`config.mk`:
```
export PLATFORM = sky130hd
export DESIGN_NAME = duart_host_bus_port
export DESIGN_NICKNAME = d
export VERILOG_FILES = /design/src/rtl/host_port_pkg.sv /design/src/rtl/edge_sense.sv /design/src/rtl/duart_host_bus_port.sv
export SDC_FILE = /design/constraint.sdc
export NUM_CORES = 1
export LEC_CHECK = 0
export ABC_CLOCK_PERIOD_IN_PS = 1540
export BUFFER_PORTS_ARGS = -buffer_cell sky130_fd_sc_hd__buf_2
export CORE_ASPECT_RATIO = 1.1
export CORE_MARGIN = 3
export CORE_UTILIZATION = 46
export CTS_BUF_LIST = sky130_fd_sc_hd__clkbuf_4 sky130_fd_sc_hd__clkbuf_8
export DETAILED_ROUTE_END_ITERATION = 10
export PLACE_DENSITY = 0.81
export RECOVER_POWER = 50
export SYNTH_ARGS = -nofsm -noshare
export SYNTH_HDL_FRONTEND = slang
export SYNTH_SLANG_ARGS = --single-unit
export TNS_END_PERCENT = 100
```
`constraint.sdc`:
```
create_clock -name ref_clk -period 1.54 [get_ports ref_clk]
set_input_delay 0.231 -clock ref_clk [delete_from_list [all_inputs] [get_ports ref_clk]]
set_output_delay 0.231 -clock ref_clk [all_outputs]
set_load 0.005 [all_outputs]
```
`src/rtl/host_port_pkg.sv`:
```
// constants for the dual-channel host bus port
// assumes one synchronous clock domain; strap and pins already synchronous
package host_port_pkg;
   localparam int          DATA_W       = 8;
   localparam int          ADDR_W       = 3;
   localparam int          MCR_IRQ_BIT  = 3;
   localparam logic [7:0]  MCR_RESET    = 8'h00;
   localparam logic [2:0]  MCR_OFFSET   = 3'h4;
   localparam logic        CHAN_A       = 1'b0;
   localparam logic        CHAN_B       = 1'b1;
   localparam logic        STRAP_STROBE = 1'b1;
endpackage : host_port_pkg

```
`src/rtl/edge_sense.sv`:
```
// falling and rising edge detector for one synchronous active-low strobe
// assumes the strobe is already synchronous to ref_clk
`timescale 1ns/1ps
module edge_sense
(
   input  wire logic ref_clk,
   input  wire logic rst,
   input  wire logic level_n,
   output wire logic fall,
   output wire logic rise
);
   logic prev_n;

   always_ff @(posedge ref_clk)
   begin
      if (rst)
         prev_n <= 1'b1;
      else
         prev_n <= level_n;
   end

   assign fall = prev_n & ~level_n;
   assign rise = ~prev_n & level_n;
endmodule : edge_sense

```
`src/rtl/duart_host_bus_port.sv`:
```
// host bus port of a dual uart: bus style decode, register strobes, irq pins
// assumes synchronous pins; channel logic sits behind the strobe ports
//
// Summary of operation
// - strap high strobe style, low rw style
// - strobe mode: read starts on falling edge
// - strobe mode: write loads on rising edge
// - rw mode ignores the read strobe
// - rw mode: write pin high read, low write
// - strobe mode: two selects pick channel
// - rw mode: one select, second pin picks channel
// - three address lines pick the register
// - eight bit bus, driven only on reads
// - strobe mode irq driven when modem bit set
// - rw mode: one shared open-drain low irq
// - strobe mode: channel b irq gated by its own bit
`timescale 1ns/1ps
module duart_host_bus_port
(
   input  wire logic       ref_clk,
   input  wire logic       rst,
   input  wire logic       bus_style,
   input  wire logic       read_strobe_n,
   input  wire logic       write_strobe_n,
   input  wire logic       chan_a_select_n,
   input  wire logic       chan_b_select_n,
   input  wire logic [2:0] addr,
   input  wire logic [7:0] data_in,
   output logic      [7:0] data_out,
   output wire logic       data_oe,
   output logic            reg_rd,
   output logic            reg_wr,
   output logic            reg_chan,
   output logic      [2:0] reg_addr,
   output logic      [7:0] reg_wdata,
   input  wire logic [7:0] rdata_a,
   input  wire logic [7:0] rdata_b,
   input  wire logic [7:0] modem_control_reg_a,
   input  wire logic [7:0] modem_control_reg_b,
   input  wire logic       irq_req_a,
   input  wire logic       irq_req_b,
   output wire logic       chan_a_irq,
   output wire logic       chan_a_irq_oe,
   output wire logic       chan_b_irq,
   output wire logic       chan_b_irq_oe,
   output wire logic       aux_output_2_a_n,
   output wire logic       aux_output_2_b_n
);
   ////////////////////////////////////////////////////////////////////////
   // decode helpers
   // applicable select for the strapped style
   function automatic logic sel_any
   (
      input logic strobe,
      input logic a_n,
      input logic b_n
   );
      if (strobe)
         return ~a_n | ~b_n;
      else
         return ~a_n;
   endfunction : sel_any

   // channel chosen; both selects low in strobe style gives channel a
   function automatic logic sel_chan
   (
      input logic strobe,
      input logic a_n,
      input logic b_n
   );
      if (strobe)
         return a_n ? host_port_pkg::CHAN_B : host_port_pkg::CHAN_A;
      else
         return b_n;
   endfunction : sel_chan

   // active-low strobe level as seen by the edge detectors
   function automatic logic style_level_n
   (
      input logic strobe,
      input logic pin_n,
      input logic rw_req
   );
      if (strobe)
         return pin_n;
      else
         return ~rw_req;
   endfunction : style_level_n

   // read byte of the chosen channel
   function automatic logic [7:0] chan_byte
   (
      input logic       chan,
      input logic [7:0] byte_a,
      input logic [7:0] byte_b
   );
      if (chan == host_port_pkg::CHAN_B)
         return byte_b;
      else
         return byte_a;
   endfunction : chan_byte

   ////////////////////////////////////////////////////////////////////////
   // bus style and decode
   wire logic strobe_mode = (bus_style == host_port_pkg::STRAP_STROBE);
   // rw style: write pin doubles as direction, read strobe ignored
   wire logic rw_sel      = ~strobe_mode & ~chan_a_select_n;
   wire logic any_sel     = sel_any(strobe_mode, chan_a_select_n,
                                    chan_b_select_n);
   // both selects low in strobe mode: channel a wins
   wire logic pick_chan   = sel_chan(strobe_mode, chan_a_select_n,
                                     chan_b_select_n);
   wire logic rd_level_n  = style_level_n(strobe_mode, read_strobe_n,
                              rw_sel & write_strobe_n);
   wire logic wr_level_n  = style_level_n(strobe_mode, write_strobe_n,
                              rw_sel & ~write_strobe_n);

   wire logic rd_fall;
   wire logic rd_rise;
   wire logic wr_fall;
   wire logic wr_rise;

   edge_sense rd_edge
   (
      .ref_clk (ref_clk),
      .rst     (rst),
      .level_n (rd_level_n),
      .fall    (rd_fall),
      .rise    (rd_rise)
   );

   edge_sense wr_edge
   (
      .ref_clk (ref_clk),
      .rst     (rst),
      .level_n (wr_level_n),
      .fall    (wr_fall),
      .rise    (wr_rise)
   );

   ////////////////////////////////////////////////////////////////////////
   // transaction tracking
   logic rd_active;
   logic wr_active;
   logic wr_chan;
   logic [2:0] wr_addr;

   // rw style has no rising strobe: write loads when select releases
   wire logic do_read  = rd_fall & any_sel;
   wire logic do_write = wr_active & wr_rise;
   wire logic [7:0] rd_pick = chan_byte(pick_chan, rdata_a, rdata_b);

   always_ff @(posedge ref_clk)
   begin
      if (rst)
         rd_active <= 1'b0;
      else if (do_read)
         rd_active <= 1'b1;
      else if (rd_rise || !any_sel)
         rd_active <= 1'b0;
   end

   always_ff @(posedge ref_clk)
   begin
      if (rst)
      begin
         wr_active <= 1'b0;
         wr_chan   <= host_port_pkg::CHAN_A;
         wr_addr   <= '0;
      end
      else if (wr_fall && any_sel)
      begin
         wr_active <= 1'b1;
         wr_chan   <= pick_chan;
         wr_addr   <= addr;
      end
      else if (wr_rise)
         wr_active <= 1'b0;
   end

   always_ff @(posedge ref_clk)
   begin
      if (rst)
      begin
         reg_rd    <= 1'b0;
         reg_wr    <= 1'b0;
         reg_chan  <= host_port_pkg::CHAN_A;
         reg_addr  <= '0;
         reg_wdata <= '0;
         data_out  <= '0;
      end
      else
      begin
         reg_rd <= do_read;
         reg_wr <= do_write;
         if (do_read)
         begin
            reg_chan <= pick_chan;
            reg_addr <= addr;
         end
         else if (do_write)
         begin
            reg_chan  <= wr_chan;
            reg_addr  <= wr_addr;
            reg_wdata <= data_in;
         end
         if (rd_active || do_read)
            data_out <= rd_pick;
      end
   end

   // drive only while a selected read is open
   assign data_oe = rd_active & any_sel & ~rd_level_n;

   ////////////////////////////////////////////////////////////////////////
   // interrupt pins
   wire logic irq_en_a = modem_control_reg_a[host_port_pkg::MCR_IRQ_BIT];
   wire logic irq_en_b = modem_control_reg_b[host_port_pkg::MCR_IRQ_BIT];
   wire logic shared_irq = irq_req_a | irq_req_b;

   // open drain in rw style only: drives low, pull-up is external; strobe style drives irq_req_a and irq_req_b high and low
   assign chan_a_irq    = strobe_mode ? irq_req_a : 1'b0;
   assign chan_a_irq_oe = strobe_mode ? irq_en_a : shared_irq;
   assign chan_b_irq    = irq_req_b;
   assign chan_b_irq_oe = strobe_mode & irq_en_b;
   assign aux_output_2_a_n = ~irq_en_a;
   assign aux_output_2_b_n = ~irq_en_b;
endmodule : duart_host_bus_port

```
==> impl_results.rst <==
.. list-table::
   :header-rows: 1

   * - Metric
     - Value
   * - Filler cells
     - roughly 240
   * - Nature of the critical path startpoint
     - input port
   * - Proportion of register bits with asynchronous set or reset after synthesis
     - 0
   * - Fraction of final layout cells with drive strength greater than 1
     - 0.3750
   * - Nature of the critical path endpoint
     - output pin
   * - Run status
     - finished clean
   * - Post-DRT Antenna Nets
     - 0
   * - Post-route core utilization
     - 0.6647
   * - Gate count of the mapped netlist
     - 145
   * - Quantity of I/O buffers inserted on ports
     - 66
   * - Total met2 wirelength after detailed routing
     - around 1900 um
   * - Fin. max-slew vios
     - 0
   * - Maximum single-stage delay on the critical path
     - between 0.2 and 0.3 ns
   * - Max layer used
     - met4
   * - Power density relative to cell area
     - 928.4 mW/mm2
   * - Area added between synthesis and finish
     - 31.01%
   * - Clock slew at the register clock pins of the worst setup and hold paths
     - 0.10 ns
   * - Measured slew at the worst slew-check pin
     - 0.6337 ns
   * - Time the worst path needs with I/O delays and setup
     - 1.484 ns
   * - Cell depth of the worst min-delay path
     - 3
   * - First-pass detailed-route iteration total
     - 2
   * - CP max stage cell
     - sky130_fd_sc_hd__o32ai_4
   * - Overflow left after global routing
     - 0
   * - Most frequent cell after synthesis
     - sky130_fd_sc_hd__dfxtp_1
   * - Final Hold Violating Endpoints
     - 0
   * - Total via count after detailed routing
     - between 1,000 and 1,500
   * - Half-perimeter wire length after placement
     - 2631 um
   * - Largest net degree at the start of global routing
     - 38
   * - Crit share post-route
     - 0.9635
   * - Yosys warning total
     - 0
   * - Root buffer cell
     - sky130_fd_sc_hd__clkbuf_4
   * - Net count of the mapped netlist
     - 197
   * - FF+latch count, synth
     - 30
   * - Setup violation total in the final timing report
     - 0
   * - Net switching component of the power
     - 0.0004671 W
   * - Aggregate global-route resource usage
     - 0.1890
   * - Kind of path behind the tightest hold check
     - input port to flip-flop
   * - Area of the mapped netlist
     - 0.001473 mm2
   * - Placer congestion estimate
     - between 0.7 and 0.8
   * - Top-level port count
     - 81
   * - Buf+Inv Stages, Crit Path
     - 2
   * - CTS sink count
     - 30
   * - Kind of cell with the highest combined delay on the critical path
     - simple AND/OR/NAND/NOR gates
   * - Switching fraction of total power
     - 0.2608
   * - Via count normalized by instance count
     - 5.205
   * - Chip Height
     - 65.35 um
   * - Final setup skew
     - 0.008808 ns
   * - Most common flop cell mapped by yosys
     - sky130_fd_sc_hd__dfxtp_1
   * - Maximum buffer depth of the clock tree
     - 2
   * - Power share of the sequential group
     - 0.477
   * - # DRC
     - 0
   * - Cell type with the highest aggregate area in the netlist
     - sky130_fd_sc_hd__dfxtp_1
   * - Internal power
     - around 0.0013 W
   * - Core box area
     - slightly below 0.003 mm2
   * - Violation count after the first detailed-route iteration
     - 31
   * - Distinct cell type count after synthesis
     - 31
   * - H-tree levels
     - 2
   * - Final wirelength
     - approximately 3400 um
   * - Clock latency reported for the late side of the worst-skew pair
     - between 0.3 and 0.4 ns
   * - Top cells by area in the synthesized netlist
     - sky130_fd_sc_hd__dfxtp_1 (41%), sky130_fd_sc_hd__mux2i_1 (16%), sky130_fd_sc_hd__nand2b_1 (7.2%)
   * - Die area
     - 0.003917 mm2
   * - Wire length of the first global-routing pass
     - between 5000 and 6000 um
   * - Area used by multi-input combinational logic
     - around 800 um2
   * - Count of nets after finishing
     - ~270
   * - Yosys top cell area share
     - 0.4078
   * - Crit path arrival time
     - 1.25 ns
   * - Clk pwr share
     - 0.321
   * - Max transition margin
     - 0.5775
   * - Initial core utilization
     - 0.5073
   * - Logic depth of the worst path, buffers included
     - 5
   * - Worst-path maximum fanout
     - 10
   * - Mean cell area of the mapped netlist
     - 10.16 um2
   * - Worst setup path class
     - input port to output pin
   * - Footprint of the flip-flops and latches
     - 600.6 um2
   * - Antenna violations before repair
     - 0
   * - Die X-Extent
     - 59.95 um
   * - Static leakage
     - slightly below 0.9 nW
   * - Max Fclk
     - 0.6739 GHz
   * - Worst-case vdd ir drop
     - a little over 0.8 mV
   * - Average wire per standard cell
     - 13.74 um
   * - Cell count of the worst reg-to-reg path
     - 4
   * - Core Rows
     - 20
   * - Total instance count after detailed placement
     - 241
   * - Required arrival time at the worst endpoint
     - 1.31 ns
   * - Ordered list of cells on the worst path
     - buf_2 -> and2_1 -> o32ai_4 -> and2_1 -> buf_2
   * - Setup repair after global routing missed its margin
     - false
   * - Maximum Capacitance Violations
     - 0
   * - TritonCTS clock tree
     - yes
   * - Final Non-Filler Cells
     - 249
   * - Wl on met1
     - 1313 um
   * - Routed length on met3
     - 195 um
   * - Buffers inserted by post-CTS timing repair
     - 0
   * - Share of synthesized area occupied by flip-flops and latches
     - 0.4078
   * - Post-synth top cells
     - sky130_fd_sc_hd__dfxtp_1 (30), sky130_fd_sc_hd__mux2i_1 (23), sky130_fd_sc_hd__nor2_1 (18)
   * - Comb pwr share
     - 0.202
   * - Diode insertion count for antenna repair
     - 0
   * - Number of enable-type register cells in the synthesized netlist
     - 0
   * - Total CTS buffers
     - 5
   * - Via count of the first global-routing pass
     - about 1,300
==> area by class of cell <==
class	count	area share
Timing Repair Buffer	71	0.1978
Inverter	4	0.007782
Multi-Input combinational cell	103	0.4209
Sequential cell	30	0.3113
Clock buffer	8	0.04086
Tap cell	33	0.02140
==> kinds of logic (layout without fill, tap and decap cells) <==
kind of cell           Yosys count  count (layout)  share of synthesized area
and+or+nand+nor                 53              53                     0.2013
DFF                             30              30                     0.4078
AOI/OAI and AO/OA               26              26                     0.1708
muxes                           24              24                     0.1716
buffers and inverters           12              83                    0.04842
==> routing by layer <==
layer,vias to the layer above,track usage
met4,0,0.07202
met2,32,0.3473
met5,-,0
met3,4,0.06090
met1,613,0.1917
li1,647,-
==> power groups by stage <==
stage	Combinational, W	Sequential [W]	Clock [W]
final	0.000361	0.000855	0.000575
after global placement	0.000346	0.000869	0
after detailed placement	0.000363	0.000873	0
after global routing	0.000403	0.000862	0.000624
after floorplan	0.000210	0.000876	0
after CTS	0.000369	0.000855	0.000591
==> metrics by stage <==
step | setup TNS (ns) | power [W] | area (um2) | hold WS, ns | setup slack (ns)
6_report | 0 | 0.001791 | 1929 | 0.1631 | 0.05620
5_1_grt | 0 | 0.001889 | 1929 | 0.1681 | 0.001092
4_1_cts | 0 | 0.001814 | 1941 | 0.1596 | 0.04903
3_5_place_dp | -0.6060 | 0.001236 | 1851 | 0.4635 | -0.08648
3_3_place_gp | 0 | 0.001215 | 1851 | 0.4513 | 0.003586
2_1_floorplan | 0 | 0.001085 | 1473 | 0.3347 | 0.2048
==> cell usage in the layout, fill, tap and decap left out, types with 2 or more instances in the layout <==
cell / n
sky130_fd_sc_hd__a211oi_1: 11
sky130_fd_sc_hd__a211oi_2: 2
sky130_fd_sc_hd__a21oi_1: 3
sky130_fd_sc_hd__and2_1: 4
sky130_fd_sc_hd__buf_12: 2
sky130_fd_sc_hd__buf_2: 56
sky130_fd_sc_hd__buf_4: 3
sky130_fd_sc_hd__clkbuf_1: 8
sky130_fd_sc_hd__clkbuf_4: 5
sky130_fd_sc_hd__clkbuf_8: 3
sky130_fd_sc_hd__dfxtp_1: 30
sky130_fd_sc_hd__inv_1: 4
sky130_fd_sc_hd__mux2i_1: 23
sky130_fd_sc_hd__nand2_1: 4
sky130_fd_sc_hd__nand2b_1: 17
sky130_fd_sc_hd__nor2_1: 18
sky130_fd_sc_hd__nor2b_1: 3
sky130_fd_sc_hd__o21bai_1: 2
==> flip-flops by register name, summed over array words and instances, names as in the netlist <==
signal,cells
rd_active,1
reg_rd,1
reg_wdata,8
wr_addr,3
reg_chan,1
data_out,8
reg_wr,1
wr_chan,1
wr_edge.prev_n,1
rd_edge.prev_n,1
reg_addr,3
wr_active,1
==> path summary, 6_finish.rpt <==
check,start,end,slack (ns)
max,bus_style,data_oe,0.06
min reg2reg,wr_edge.prev_n,wr_active,0.48
max reg2reg,wr_edge.prev_n,reg_wdata[2],0.13
min,addr[0],wr_addr[0],0.16
==> worst register-to-register path: cells and delay by family (launching register included) <==
| family | cells | cell delay [ns] |
|---|---|---|
| AO/OA/AOI/OAI | 2 | 0.64 |
| buffers and inverters | 1 | 0.13 |
| flip-flops | 1 | 0.32 |
| multiplexers | 1 | 0.24 |
==> timing repair <==
item / 4_1_cts / 5_1_grt
endpoints found under the setup margin: 1 / 0
hold buffers: 0 / 0
hold endpoints to repair: 0 / 0
resized for setup: 1 / 0
Note: power is estimated with default switching activity, not from simulation.
